==> config.mk <==
export PLATFORM = sky130hd
export DESIGN_NAME = phy_event_and_carkit_regs
export DESIGN_NICKNAME = d
export VERILOG_FILES = /design/src/hdl/phy_event_regs_pkg.sv /design/src/hdl/sync_bank.sv /design/src/hdl/phy_event_and_carkit_regs.sv
export SDC_FILE = /design/constraint.sdc
export NUM_CORES = 1
export LEC_CHECK = 0
export BUFFER_PORTS_ARGS = -buffer_cell sky130_fd_sc_hd__buf_2
export CAP_MARGIN = 5
export CORE_ASPECT_RATIO = 1.1
export CORE_MARGIN = 5
export CORE_UTILIZATION = 40
export DETAILED_ROUTE_END_ITERATION = 8
export SLEW_MARGIN = 20
export SYNTH_ARGS = -nofsm -noshare
export SYNTH_HDL_FRONTEND = slang
export SYNTH_SLANG_ARGS = --single-unit
export TNS_END_PERCENT = 30
==> constraint.sdc <==
create_clock -name clk -period 1.5 [get_ports clk]
set_input_delay 0.075 -clock clk [delete_from_list [all_inputs] [get_ports clk]]
set_output_delay 0.075 -clock clk [all_outputs]
set_load 0.03 [all_outputs]
==> src/hdl/phy_event_regs_pkg.sv <==
// Package: register offsets, field positions and reset values shared by the
// event and carkit register block.
// Assumes a six-bit register address from the interface register port.
`default_nettype none
package phy_event_regs_pkg;
  // Number of comparator sources watched for edges
  localparam int NUM_SRC = 5;
  // Source bit positions
  localparam int SRC_HOST_DISC = 0;
  localparam int SRC_VBUS_VALID = 1;
  localparam int SRC_SESS_VALID = 2;
  localparam int SRC_SESS_END = 3;
  localparam int SRC_ID_GND = 4;
  // Register offsets; enable, scratch and carkit bases take write address, +1 set, +2 clear
  localparam logic [5:0] ADDR_RISE_EN = 6'h0D;
  localparam logic [5:0] ADDR_FALL_EN = 6'h10;
  localparam logic [5:0] ADDR_STATUS = 6'h13;
  localparam logic [5:0] ADDR_LATCH = 6'h14;
  localparam logic [5:0] ADDR_DEBUG = 6'h15;
  localparam logic [5:0] ADDR_SCRATCH = 6'h16;
  localparam logic [5:0] ADDR_CARKIT = 6'h19;
  // Offsets of the set and clear aliases from a base address
  localparam logic [1:0] OP_WRITE = 2'h0;
  localparam logic [1:0] OP_SET = 2'h1;
  localparam logic [1:0] OP_CLEAR = 2'h2;
  // Reset values
  localparam logic [4:0] RISE_EN_RESET = 5'h1F;
  localparam logic [4:0] FALL_EN_RESET = 5'h1F;
  localparam logic [7:0] SCRATCH_RESET = 8'h00;
  localparam logic [7:0] CARKIT_RESET = 8'h00;
  localparam logic [7:0] READ_ZERO = 8'h00;
  // Writable bits of the carkit control register
  localparam logic [7:0] CARKIT_WR_MASK = 8'h0E;
  localparam int CK_ID_GND_DRV = 1;
  localparam int CK_TX_ROUTE = 2;
  localparam int CK_RX_ROUTE = 3;
  // Synchroniser bank layout: sources, line state, UART tx, D-plus
  localparam int SYNC_WIDTH = 9;
  localparam int SYNC_LINE0 = 5;
  localparam int SYNC_LINE1 = 6;
  localparam int SYNC_TXD = 7;
  localparam int SYNC_DP = 8;
endpackage
`default_nettype wire

==> src/hdl/sync_bank.sv <==
// Two-flop synchroniser bank for pin and comparator levels.
// Assumes inputs are quasi-static levels from outside the clock domain.
`default_nettype none
module sync_bank #(
  parameter int WIDTH = 9
) (
  input wire logic clk,
  input wire logic rst,
  input wire logic [WIDTH-1:0] asyncIn,
  output logic [WIDTH-1:0] syncOut
);
  logic [WIDTH-1:0] stage1_reg;
  logic [WIDTH-1:0] stage2_reg;

  // First stage feeds only the second
  always_ff @(posedge clk) begin
    if (rst) begin
      stage1_reg <= '0;
      stage2_reg <= '0;
    end else begin
      stage1_reg <= asyncIn;
      stage2_reg <= stage1_reg;
    end
  end

  assign syncOut = stage2_reg;
endmodule
`default_nettype wire

==> src/hdl/phy_event_and_carkit_regs.sv <==
// Comparator edge-event enables, status, read-to-clear latch, line-state
// debug, scratch byte and carkit UART routing control.
// Assumes the interface register port delivers single-cycle read and write
// strobes on clk; comparator and pin levels arrive asynchronously.
`default_nettype none
module phy_event_and_carkit_regs (
  input wire logic clk,
  input wire logic rst,
  input wire logic [5:0] regAddr,
  input wire logic [7:0] regWrData,
  input wire logic regWrite,
  input wire logic regRead,
  output logic [7:0] regRdData,
  output logic regRdValid,
  input wire logic hostMode,
  input wire logic hostDisconnectLevel,
  input wire logic vbusValidLevel,
  input wire logic sessionValidLevel,
  input wire logic sessionEndLevel,
  input wire logic idGrounded,
  input wire logic [1:0] lineStateIn,
  input wire logic uartTxIn,
  input wire logic dpLevelIn,
  input wire logic accessoryUartSelect,
  input wire logic carkitExit,
  output logic dmOut,
  output logic dmOe,
  output logic data1Out,
  output logic data1Oe,
  output logic idPinGroundDrive,
  output logic accessoryUartSelectClear,
  output logic eventPending
);
  localparam int N = phy_event_regs_pkg::NUM_SRC;

  logic [phy_event_regs_pkg::SYNC_WIDTH-1:0] syncIn;
  logic [phy_event_regs_pkg::SYNC_WIDTH-1:0] syncLevels;
  logic [N-1:0] srcLevel;
  logic [N-1:0] prevLevel_reg;
  logic [N-1:0] prevLevel_next;
  logic [2:0] primed_reg;
  logic [2:0] primed_next;
  logic [N-1:0] riseEdge;
  logic [N-1:0] fallEdge;
  logic [N-1:0] srcEvent;
  logic [N-1:0] riseEn_reg;
  logic [N-1:0] riseEn_next;
  logic [N-1:0] fallEn_reg;
  logic [N-1:0] fallEn_next;
  logic [N-1:0] latch_reg;
  logic [N-1:0] latch_next;
  logic [7:0] scratch_reg;
  logic [7:0] scratch_next;
  logic [7:0] carkit_reg;
  logic [7:0] carkit_next;
  logic [7:0] rdData_reg;
  logic [7:0] rdData_next;
  logic rdValid_reg;
  logic rdValid_next;
  logic dmOut_reg;
  logic dmOut_next;
  logic dmOe_reg;
  logic dmOe_next;
  logic data1Out_reg;
  logic data1Out_next;
  logic data1Oe_reg;
  logic data1Oe_next;
  logic idDrv_reg;
  logic idDrv_next;
  logic selClear_reg;
  logic selClear_next;
  logic pending_reg;
  logic pending_next;
  logic [1:0] riseOp;
  logic [1:0] fallOp;
  logic [1:0] scratchOp;
  logic [1:0] carkitOp;
  logic riseHit;
  logic fallHit;
  logic scratchHit;
  logic carkitHit;
  logic latchRead;

  // Apply a write, set or clear access to a register value
  function automatic logic [7:0] applyAccess(input logic [7:0] cur,
                                             input logic [1:0] op,
                                             input logic [7:0] data);
    logic [7:0] res;
    res = cur;
    case (op)
      phy_event_regs_pkg::OP_WRITE: res = data;
      phy_event_regs_pkg::OP_SET: res = cur | data;
      phy_event_regs_pkg::OP_CLEAR: res = cur & ~data;
      default: res = cur;
    endcase
    return res;
  endfunction

  // True when addr is base, base+1 or base+2; op gives which alias
  function automatic logic inTriple(input logic [5:0] addr,
                                    input logic [5:0] base);
    return (addr >= base) && (addr <= base + 6'h02);
  endfunction

  // Gather every asynchronous level into one synchroniser bank
  assign syncIn = {dpLevelIn, uartTxIn, lineStateIn, idGrounded,
                   sessionEndLevel, sessionValidLevel, vbusValidLevel,
                   hostDisconnectLevel};

  sync_bank #(
    .WIDTH(phy_event_regs_pkg::SYNC_WIDTH)
  ) u_sync (
    .clk(clk),
    .rst(rst),
    .asyncIn(syncIn),
    .syncOut(syncLevels)
  );

  assign srcLevel = syncLevels[N-1:0];

  // Per-source edge detection and masking
  genvar gi;
  generate
    for (gi = 0; gi < N; gi++) begin : g_src
      logic hostGate;
      // Host-disconnect only produces events in host mode
      if (gi == phy_event_regs_pkg::SRC_HOST_DISC) begin : g_host
        assign hostGate = hostMode;
      end else begin : g_other
        assign hostGate = 1'b1;
      end
      assign riseEdge[gi] = primed_reg[2] & srcLevel[gi] & ~prevLevel_reg[gi];
      assign fallEdge[gi] = primed_reg[2] & ~srcLevel[gi] & prevLevel_reg[gi];
      assign srcEvent[gi] = hostGate &
                            ((riseEdge[gi] & riseEn_reg[gi]) |
                             (fallEdge[gi] & fallEn_reg[gi]));
    end
  endgenerate

  // Address decode for the write, set and clear aliases
  always_comb begin
    riseHit = regWrite & inTriple(regAddr, phy_event_regs_pkg::ADDR_RISE_EN);
    fallHit = regWrite & inTriple(regAddr, phy_event_regs_pkg::ADDR_FALL_EN);
    scratchHit = regWrite &
                 inTriple(regAddr, phy_event_regs_pkg::ADDR_SCRATCH);
    carkitHit = regWrite & inTriple(regAddr, phy_event_regs_pkg::ADDR_CARKIT);
    riseOp = 2'(regAddr - phy_event_regs_pkg::ADDR_RISE_EN);
    fallOp = 2'(regAddr - phy_event_regs_pkg::ADDR_FALL_EN);
    scratchOp = 2'(regAddr - phy_event_regs_pkg::ADDR_SCRATCH);
    carkitOp = 2'(regAddr - phy_event_regs_pkg::ADDR_CARKIT);
    latchRead = regRead & (regAddr == phy_event_regs_pkg::ADDR_LATCH);
  end

  // Next values of the edge history, enables, latch and control bytes
  always_comb begin
    logic [7:0] tmp;
    tmp = 8'h00;
    // Arm edges only once the synchroniser holds real levels, so the
    // flush after reset makes no false edge
    prevLevel_next = srcLevel;
    primed_next = {primed_reg[1:0], 1'b1};
    riseEn_next = riseEn_reg;
    fallEn_next = fallEn_reg;
    scratch_next = scratch_reg;
    carkit_next = carkit_reg;
    if (riseHit) begin
      tmp = applyAccess({3'h0, riseEn_reg}, riseOp, regWrData);
      riseEn_next = tmp[N-1:0];
    end
    if (fallHit) begin
      tmp = applyAccess({3'h0, fallEn_reg}, fallOp, regWrData);
      fallEn_next = tmp[N-1:0];
    end
    if (scratchHit) begin
      scratch_next = applyAccess(scratch_reg, scratchOp, regWrData);
    end
    if (carkitHit) begin
      tmp = applyAccess(carkit_reg, carkitOp, regWrData);
      carkit_next = tmp & phy_event_regs_pkg::CARKIT_WR_MASK;
    end
    // Read clears, but a same-cycle event wins over the clear
    latch_next = (latchRead ? {N{1'b0}} : latch_reg)
                 | srcEvent;
    pending_next = |latch_next;
  end

  // Read multiplexer; unmapped addresses return zero
  always_comb begin
    rdData_next = rdData_reg;
    rdValid_next = regRead;
    if (regRead) begin
      rdData_next = phy_event_regs_pkg::READ_ZERO;
      if (inTriple(regAddr, phy_event_regs_pkg::ADDR_RISE_EN)) begin
        rdData_next = {3'h0, riseEn_reg};
      end else if (inTriple(regAddr, phy_event_regs_pkg::ADDR_FALL_EN)) begin
        rdData_next = {3'h0, fallEn_reg};
      end else if (regAddr == phy_event_regs_pkg::ADDR_STATUS) begin
        rdData_next = {3'h0, srcLevel};
      end else if (regAddr == phy_event_regs_pkg::ADDR_LATCH) begin
        rdData_next = {3'h0, latch_reg};
      end else if (regAddr == phy_event_regs_pkg::ADDR_DEBUG) begin
        rdData_next = {6'h00,
                       syncLevels[phy_event_regs_pkg::SYNC_LINE1],
                       syncLevels[phy_event_regs_pkg::SYNC_LINE0]};
      end else if (inTriple(regAddr, phy_event_regs_pkg::ADDR_SCRATCH)) begin
        rdData_next = scratch_reg;
      end else if (inTriple(regAddr, phy_event_regs_pkg::ADDR_CARKIT)) begin
        rdData_next = carkit_reg;
      end
    end
  end

  // UART routing and ID drive outputs
  always_comb begin
    idDrv_next = carkit_reg[phy_event_regs_pkg::CK_ID_GND_DRV];
    dmOe_next = carkit_reg[phy_event_regs_pkg::CK_TX_ROUTE];
    dmOut_next = syncLevels[phy_event_regs_pkg::SYNC_TXD];
    if (carkit_reg[phy_event_regs_pkg::CK_RX_ROUTE]) begin
      data1Out_next = syncLevels[phy_event_regs_pkg::SYNC_DP];
    end else begin
      data1Out_next = 1'b1;
    end
    // Routing is settled before the link selects carkit mode
    data1Oe_next = accessoryUartSelect;
    // Request clear of the mode bit when carkit operation ends
    selClear_next = carkitExit & accessoryUartSelect;
  end

  // Register stage for all state and outputs
  always_ff @(posedge clk) begin
    if (rst) begin
      prevLevel_reg <= '0;
      primed_reg <= '0;
      riseEn_reg <= phy_event_regs_pkg::RISE_EN_RESET;
      fallEn_reg <= phy_event_regs_pkg::FALL_EN_RESET;
      latch_reg <= '0;
      scratch_reg <= phy_event_regs_pkg::SCRATCH_RESET;
      carkit_reg <= phy_event_regs_pkg::CARKIT_RESET;
      rdData_reg <= phy_event_regs_pkg::READ_ZERO;
      rdValid_reg <= 1'b0;
      dmOut_reg <= 1'b0;
      dmOe_reg <= 1'b0;
      data1Out_reg <= 1'b1;
      data1Oe_reg <= 1'b0;
      idDrv_reg <= 1'b0;
      selClear_reg <= 1'b0;
      pending_reg <= 1'b0;
    end else begin
      prevLevel_reg <= prevLevel_next;
      primed_reg <= primed_next;
      riseEn_reg <= riseEn_next;
      fallEn_reg <= fallEn_next;
      latch_reg <= latch_next;
      scratch_reg <= scratch_next;
      carkit_reg <= carkit_next;
      rdData_reg <= rdData_next;
      rdValid_reg <= rdValid_next;
      dmOut_reg <= dmOut_next;
      dmOe_reg <= dmOe_next;
      data1Out_reg <= data1Out_next;
      data1Oe_reg <= data1Oe_next;
      idDrv_reg <= idDrv_next;
      selClear_reg <= selClear_next;
      pending_reg <= pending_next;
    end
  end

  // Outputs straight from flops
  assign regRdData = rdData_reg;
  assign regRdValid = rdValid_reg;
  assign dmOut = dmOut_reg;
  assign dmOe = dmOe_reg;
  assign data1Out = data1Out_reg;
  assign data1Oe = data1Oe_reg;
  assign idPinGroundDrive = idDrv_reg;
  assign accessoryUartSelectClear = selClear_reg;
  assign eventPending = pending_reg;
endmodule
`default_nettype wire

==> impl_metrics.ini, run 1 <==
[status]
status = completed

[global_routing]
grt_pass1_wl_um = 12900
grt_pass1_vias = 2539
overflow = 0
antenna_found_initial = 0
track_usage_pct = 17.7
grt_start_max_net_pins = 21

[layout]
area_delta_synth_final_pct = 26.3
layout_commonest_cell = dfxtp_1
layout.nets = 448
regArea_mm2 = 0.00136
multi_input_area_mm2 = 0.00156
diodes = 0
final_util_pct = 51.8
final_cell_mix = dfxtp_1 (68), buf_2 (45), nor2b_1 (38), buf_4 (26), a21oi_1 (25)
fillCellCount = 714
final_cells = 522
drive_gt1_share_pct = 23.7

[clocking]
cts_buffers = 9
clock_sinks = 68
clock_latency_ns = 0.34
cts_resized = 0
clock-root-buffer = clkbuf_8
cts.path.max_buffers = 2
htree_levels = 3
clkTransAtPathRegs_ns = 0.08
cts_tree = done

[placement]
post-place-ws_ns = -0.171
hpwl_um = 5960
place_congestion = 0.958
placedCellCount = 494
port_buffers = 45

[route]
ant_nets = 0
vias_per_cell = 5.07
first_pass_iters = 4
wl_per_cell_um = 15.1
totalWireLength_um = 7900
vias = 2648
drc = 0
drtIter0Drc = 145

[critical_path]
path_buf_inv = 2
cp_max_fo = 7
required_ns = 1.73
path_depth = 8
endpoint_kind = flop
cp-start-kind = input port
critPathSlowestCell = ha_1
criticalPathCategory = in2reg
crit_chain = buf_2, inv_1, ha_1, nor2b_1, and3b_1, and3_1, o211ai_1, a31oi_1
critPathTopFamily = simple AND/OR/NAND/NOR gates
arrival_ns = 1.56
slowest_delay_ns = 0.29
r2r_setup_slack_ns = 0.28
rr_worst_depth = 4

[timing]
worst_pin_slew_ns = 0.357
slew_viol_final = 0
worst_slack_ns = 0.168
skew_ns = 0.00528
fmax_mhz = 751
setup_viol = 0
fin_hold_ws_ns = 0.0341
post-route-period-util_pct = 88.8
fin_setup_tns_ns = 0
slew_headroom_pct = 76.1
min_period_ns = 1.33
finalHoldViolCount = 0
rsz0062_at_grt = false

[floorplan]
core_area_mm2 = 0.00747
dieArea_mm2 = 0.00951
die_x_um = 93.5
fp.dieH_um = 102
start_util_pct = 41.0
num_rows = 33
io_pins = 46

[hold_path]
hold_path_depth = 3
hold_class = in2reg

[power_and_ir_drop]
leakagePower_nw = 1.61
ir_drop_uv = 612
power.density_mw_per_mm2 = 1010

[yosys]
synth_seq_cells = 68
synthFlopType = dfxtp_1
ys.warnings.count = 0
yosys.cell_types.count = 52
syn-num-nets = 375
synthArstFlopShare_pct = 0
ys_seq_area_share_pct = 44.4
netlist_area_mm2 = 0.00306
yosysTopAreaCell = dfxtp_1
synth.top_cell.area_share_pct = 44.4
synth_edf_count = 0
avgSynthCellArea_um2 = 9.04
postSynthCellCount = 339
synth.area.top_cells = dfxtp_1 (44%), nor2b_1 (7.8%), a211oi_1 (4.4%)

[flow_run]
maxCapViolCount = 0
==> timing repair <==
action                                 in CTS  in global routing
setup buffers                               0                  0
endpoints found under the hold margin      11                  0
hold buffers                               12                  0
==> worst register-to-register path, stage by stage, from the launching register on <==
cell,delay (ns)
dfxtp_1,0.34
inv_1,0.07
o311ai_1,0.36
o221ai_1,0.20
a31oi_1,0.18
==> final timing paths <==
path / startpoint / to
max: regAddr[1] / regRdData[3]$_SDFFE_PP0P_
min: hostMode / latch_reg[0]$_SDFF_PP0_
max reg2reg: scratch_reg[4]$_SDFFE_PP0P_ / regRdData[4]$_SDFFE_PP0P_
min reg2reg: u_sync.syncOut[8]$_SDFF_PP0_ / data1Out$_SDFF_PP1_
==> cells by family (layout without fill, tap and decap cells) <==
| logic type | count (synthesis) | count (layout) | share of synthesized area [%] |
|---|---|---|---|
| adder cells (fa/ha/maj) | 6 | 6 | 2.45 |
| XOR/XNOR | 5 | 5 | 1.43 |
| AO/OA/AOI/OAI | 114 | 114 | 25.7 |
| flip-flops | 68 | 68 | 44.4 |
| AND/OR/NAND/NOR | 110 | 110 | 21.2 |
| buffers and inverters | 36 | 114 | 4.82 |
==> cell usage after synthesis (3+ instances only) <==
cell	instances
a221o_1	6
a21oi_1	25
a22oi_1	6
o211ai_1	3
o221ai_1	3
and2_1	3
nand3_1	6
nor2_1	16
nand2_1	21
o21ai_0	16
nand3b_1	5
a21o_1	13
a211oi_1	18
clkbuf_1	18
dfxtp_1	68
nor2b_1	38
a21oi_2	3
a31oi_1	6
and3_1	4
ha_1	6
inv_1	14
xnor2_1	5
==> per-stage QoR <==
| stage | total power [mW] | instance area, µm² |
|---|---|---|
| 6_report | 3.89 | 3870 |
| 3_5_place_dp | 2.34 | 3540 |
| 2_1_floorplan | 2.18 | 3060 |
| 5_1_grt | 4.06 | 3870 |
| 3_3_place_gp | 2.33 | 3540 |
| 4_1_cts | 3.93 | 3870 |
==> power breakdown <==
part | leakage [nW] | total (mW) | switching (mW) | internal (mW)
sequential | 0.555 | 1.88 | 0.0251 | 1.85
combinational | 0.956 | 0.438 | 0.240 | 0.198
clock | 0.102 | 1.57 | 0.776 | 0.796
==> metal layers <==
metal,up-vias,share of wire (%),global-route usage (%)
met5,-,0,0
met4,0,3.3,10.9
met3,18,5.0,3.49
met2,61,47,27.9
met1,1213,45,22.3
li1,1356,-,-
==> cell type report <==
cell class | instances | area share, %
multi-input cells | 235 | 40.2
flip-flops and latches | 68 | 35.2
repair buffers | 84 | 14.5
well taps | 105 | 3.40
clock buffers | 9 | 3.20
clock inverters | 7 | 2.17
inverters | 14 | 1.36
Note: power is estimated with default switching activity, not from simulation.
==> run 2: changes to the inputs <==
CTS_BUF_LIST = sky130_fd_sc_hd__clkbuf_2   (was default)
==> impl_metrics.ini, run 2 (synthesis results as in run 1) <==
[critical_path]
crit_chain = nand3b_1, o21ai_0, a22oi_1, and3_1, a31oi_1
slowest_delay_ns = 0.43
path_buf_inv = 0
cp_max_fo = 4
criticalPathCategory = reg2reg
required_ns = 1.92
r2r_setup_slack_ns = 0.28
cp-start-kind = flop
arrival_ns = 1.64
critPathSlowestCell = dfxtp_1
critPathTopFamily = flip-flops
endpoint_kind = flop

[route]
drtIter0Drc = 137
first_pass_iters = 5
wl_per_cell_um = 14.9
vias = 2729
drc = 0
totalWireLength_um = 8080
ant_nets = 0
vias_per_cell = 5.04

[power_and_ir_drop]
finalPower_mw = 3.52
internal-power_mw = 2.51
sw_frac_of_total_pct = 28.8
leakagePower_nw = 1.68
combPwrFrac_pct = 13.5
clock_power_share_pct = 32.8
switchingPower_mw = 1.01
power.density_mw_per_mm2 = 884
ir_drop_uv = 526
pwr-share-seq_pct = 53.6

[global_routing]
overflow = 0
grt_pass1_vias = 2620
track_usage_pct = 18.2
grt_pass1_wl_um = 13200
grt_start_max_net_pins = 21
met1_usage_pct = 22.9
gr-usage-met3_pct = 3.86
busiest_layer = met2
grt_use_met2_pct = 29.7
antenna_found_initial = 1

[timing]
rsz0062_at_grt = false
slew_headroom_pct = 75.8
setup_viol = 0
skew_ns = 0.0265
fmax_mhz = 822
worst_pin_slew_ns = 0.362
post-route-period-util_pct = 81.1
min_period_ns = 1.22
slew_viol_final = 0
finalHoldViolCount = 0

[clocking]
cts_buffers = 9
clock-root-buffer = clkbuf_2
htree_levels = 3
clkTransAtPathRegs_ns = 0.23
clock_latency_ns = 0.51
cts.path.max_buffers = 2
post-cts-setup-buffer-count = 0
clock_sinks = 68
cts_tree = done
cts_resized = 0

[layout]
layout_commonest_cell = dfxtp_1
drive_gt1_share_pct = 22.7
final_cells = 542
area_delta_synth_final_pct = 30.0
layout.nets = 467
final_cell_mix = dfxtp_1 (68), buf_2 (45), nor2b_1 (38), dlygate4sd3_1 (31), buf_4 (26)

[status]
status = completed

[floorplan]
start_util_pct = 41.0
dieArea_mm2 = 0.00951
die_x_um = 93.5
num_rows = 33
io_pins = 46
fp.dieH_um = 102
core_area_mm2 = 0.00747

[placement]
place_congestion = 0.958
hpwl_um = 5960
port_buffers = 45
placedCellCount = 494

[flow_run]
maxCapViolCount = 0

[hold_path]
hold_class = in2reg
-- run 2: cell types whose count changed in the layout (fill, tap and decap cells not counted) --
cell,delta
dlygate4sd3_1,+19
clkbuf_8,-9
diode_2,+1
clkbuf_2,+9
-- run 2: path summary, 6_finish.rpt --
| check | endpoint | startpoint | depth (start not counted) |
|---|---|---|---|
| worst min-delay path | scratch_reg[6]$_SDFFE_PP0P_ | regWrite | 4 |
| worst min register to register | data1Out$_SDFF_PP1_ | u_sync.syncOut[8]$_SDFF_PP0_ | 2 |
| worst max register to register | eventPending$_SDFF_PP0_ | u_sync.syncOut[4]$_SDFF_PP0_ | 5 |
| worst max-delay path | eventPending$_SDFF_PP0_ | u_sync.syncOut[4]$_SDFF_PP0_ | 5 |
-- run 2: final cells by class --
type | instances | area, µm²
fill | 714 | 3490
clock buffer | 9 | 45.0
antenna | 1 | 2.50
inverter | 14 | 52.6
multi-input combinational | 235 | 1560
clock inverter | 7 | 83.8
sequential | 68 | 1360
tap | 105 | 131
timing repair buffer | 103 | 751
-- run 2: power groups by stage --
| stage | Clock (mW) | Sequential (mW) | Combinational (mW) |
|---|---|---|---|
| 2_1_floorplan | 0 | 1.94 | 0.237 |
| 3_3_place_gp | 0 | 1.92 | 0.407 |
| 3_5_place_dp | 0 | 1.92 | 0.413 |
| 4_1_cts | 1.20 | 1.89 | 0.475 |
| 5_1_grt | 1.29 | 1.90 | 0.523 |
| 6_report | 1.16 | 1.89 | 0.476 |
-- run 2: repair_timing --
item                                   4_1_cts  5_1_grt
hold buffers                                31        0
endpoints found under the hold margin       56        0
setup endpoints to repair                    0        0
-- run 2: stage by stage --
stage	hold slack (ns)	util [%]	setup TNS (ns)	instance area (µm²)	worst slack, ns
after floorplan	0.154	-	0	3060	0.0261
after global placement	0.274	47.4	-0.542	3540	-0.112
after detailed placement	0.287	47.4	-1.58	3540	-0.171
after CTS	0.0661	53.3	0	3980	0.267
after global routing	0.0547	53.3	0	3980	0.192
final	0.107	53.3	0	3980	0.283
-- run 2: layer usage --
| layer | part of all wire [%] | wire length, µm |
|---|---|---|
| met2 | 48 | 3860 |
| met5 | 0 | 0 |
| met4 | 2.3 | 185 |
| met3 | 4.9 | 395 |
| met1 | 45 | 3640 |
-- run 2: worst min-delay path, stage by stage --
cell	delay, ns
buf_2	0.10
and3_1	0.20
buf_12	0.15
a211oi_2	0.06
==> run 3: changes to the inputs <==
clock period = 1.2 ns   (was 1.5 ns; I/O delays follow)
==> impl_metrics.ini, run 3 (synthesis results as in run 1) <==
[critical_path]
criticalPathCategory = reg2reg
slowest_delay_ns = 0.40
arrival_ns = 1.59
cp-start-kind = flop
required_ns = 1.60
critPathTopFamily = compound AO/OA/AOI/OAI gates
cp_max_fo = 4
path_buf_inv = 0
endpoint_kind = flop
critPathSlowestCell = dfxtp_2
crit_chain = nand3b_1, o21ai_0, a22oi_1, and3_1, a31oi_1

[route]
totalWireLength_um = 9000
vias_per_cell = 5.11
vias = 2955
drtIter0Drc = 121
wl_per_cell_um = 15.6
drc = 0
first_pass_iters = 4
ant_nets = 0

[global_routing]
antenna_found_initial = 0
grt_pass1_wl_um = 14700
overflow = 0
grt_start_max_net_pins = 22
track_usage_pct = 20.1
grt_pass1_vias = 3068

[layout]
final_cells = 578
drive_gt1_share_pct = 29.0
area_delta_synth_final_pct = 43.4
design_area_mm2 = 0.00440
fillCellCount = 674
diodes = 0
layout_commonest_cell = dfxtp_1
layout.nets = 504
final_cell_mix = dfxtp_1 (59), buf_4 (50), dlygate4sd3_1 (45), buf_2 (39), nor2b_1 (36)

[placement]
place_area_mm2 = 0.00377
placedCellCount = 515
hpwl_um = 6290
place_congestion = 0.937
port_buffers = 45

[timing]
finalHoldViolCount = 0
fmax_mhz = 842
rsz0062_at_grt = true
post-route-period-util_pct = 98.9
slew_viol_final = 0
fin_setup_tns_ns = 0
slew_headroom_pct = 42.3
skew_ns = 0.0331
setup_viol = 0
min_period_ns = 1.19
worst_pin_slew_ns = 0.865

[clocking]
clock-root-buffer = clkbuf_2
clkTransAtPathRegs_ns = 0.20
htree_levels = 3
clock_sinks = 68
cts.path.max_buffers = 2
clock_latency_ns = 0.50
cts_buffers = 9
cts_tree = done

[floorplan]
start_util_pct = 41.0
dieArea_mm2 = 0.00951
num_rows = 33
core_area_mm2 = 0.00747
fp.dieH_um = 102
die_x_um = 93.5
io_pins = 46

[status]
status = completed

[hold_path]
hold_class = in2reg

[power_and_ir_drop]
leakagePower_nw = 1.89
ir_drop_uv = 964
power.density_mw_per_mm2 = 1010

[flow_run]
maxCapViolCount = 0
-- run 3: cell count changes in the layout (fill, tap and decap cells not counted), sizes merged --
cell / previous run / this run
buf: 72 / 90
dlymetal6s4s: 0 / 1
diode: 1 / 0
clkinvlp: 1 / 3
dlygate4sd3: 31 / 45
clkbuf: 9 / 13
inv: 17 / 15
-- run 3: stage by stage --
stage / setup slack, ns / power (mW) / hold WS, ns / util [%]
finish: 0.0126 / 4.45 / 0.0647 / 58.8
global route: -0.0990 / 4.67 / 0.0717 / 58.8
CTS: 0.00901 / 4.47 / 0.0421 / 58.2
detailed placement: -0.412 / 2.99 / 0.273 / 50.4
global placement: -0.419 / 2.99 / 0.261 / 50.4
floorplan: -0.0495 / 2.75 / 0.139 / -
-- run 3: worst register-to-register path, stage by stage, from the launching register on --
cell and delay (ns):
dfxtp_2 0.40, nand3b_1 0.11, o21ai_0 0.11, a22oi_1 0.22
and3_1 0.19, a31oi_1 0.08
-- run 3: routing by layer --
metal	vias up	wire length (µm)	part of all wire [%]	global-route usage (%)
met5	-	0	0	0
met4	0	289	3.2	10.1
met3	25	537	6.0	5.13
met2	87	4330	48	33.4
met1	1367	3850	43	24.1
li1	1476	-	-	-
-- run 3: final timing paths --
kind	startpoint	to	slack, ns	cells after the start
max reg2reg	u_sync.syncOut[4]$_SDFF_PP0_	eventPending$_SDFF_PP0_	0.01	5
max	u_sync.syncOut[4]$_SDFF_PP0_	eventPending$_SDFF_PP0_	0.01	5
min reg2reg	u_sync.syncOut[8]$_SDFF_PP0_	data1Out$_SDFF_PP1_	0.42	2
min	rst	regRdData[1]$_SDFFE_PP0P_	0.06	4
-- run 3: power by group --
group / switching [mW] / leakage, nW / internal [mW]
logic: 0.344 / 1.26 / 0.368
clock network: 0.897 / 0.0645 / 0.485
registers: 0.0323 / 0.559 / 2.33
-- run 3: what timing repair did --
item | CTS | global route
hold buffers | 46 | 1
gates resized for setup | 2 | 17
setup buffers | 0 | 1
endpoints found under the setup margin | 2 | 32
pin swaps | 0 | 1
endpoints found under the hold margin | 62 | 1
-- run 3: layout make-up --
| cell class | instances | area (µm²) | share of cell area, % |
|---|---|---|---|
| inverters | 14 | 72.6 | 1.65 |
| clock buffers | 9 | 45.0 | 1.02 |
| multi-input cells | 235 | 1610 | 36.7 |
| repair buffers | 140 | 1080 | 24.7 |
| flip-flops and latches | 68 | 1380 | 31.3 |
| clock inverters | 7 | 75.1 | 1.71 |
| well taps | 105 | 131 | 2.99 |
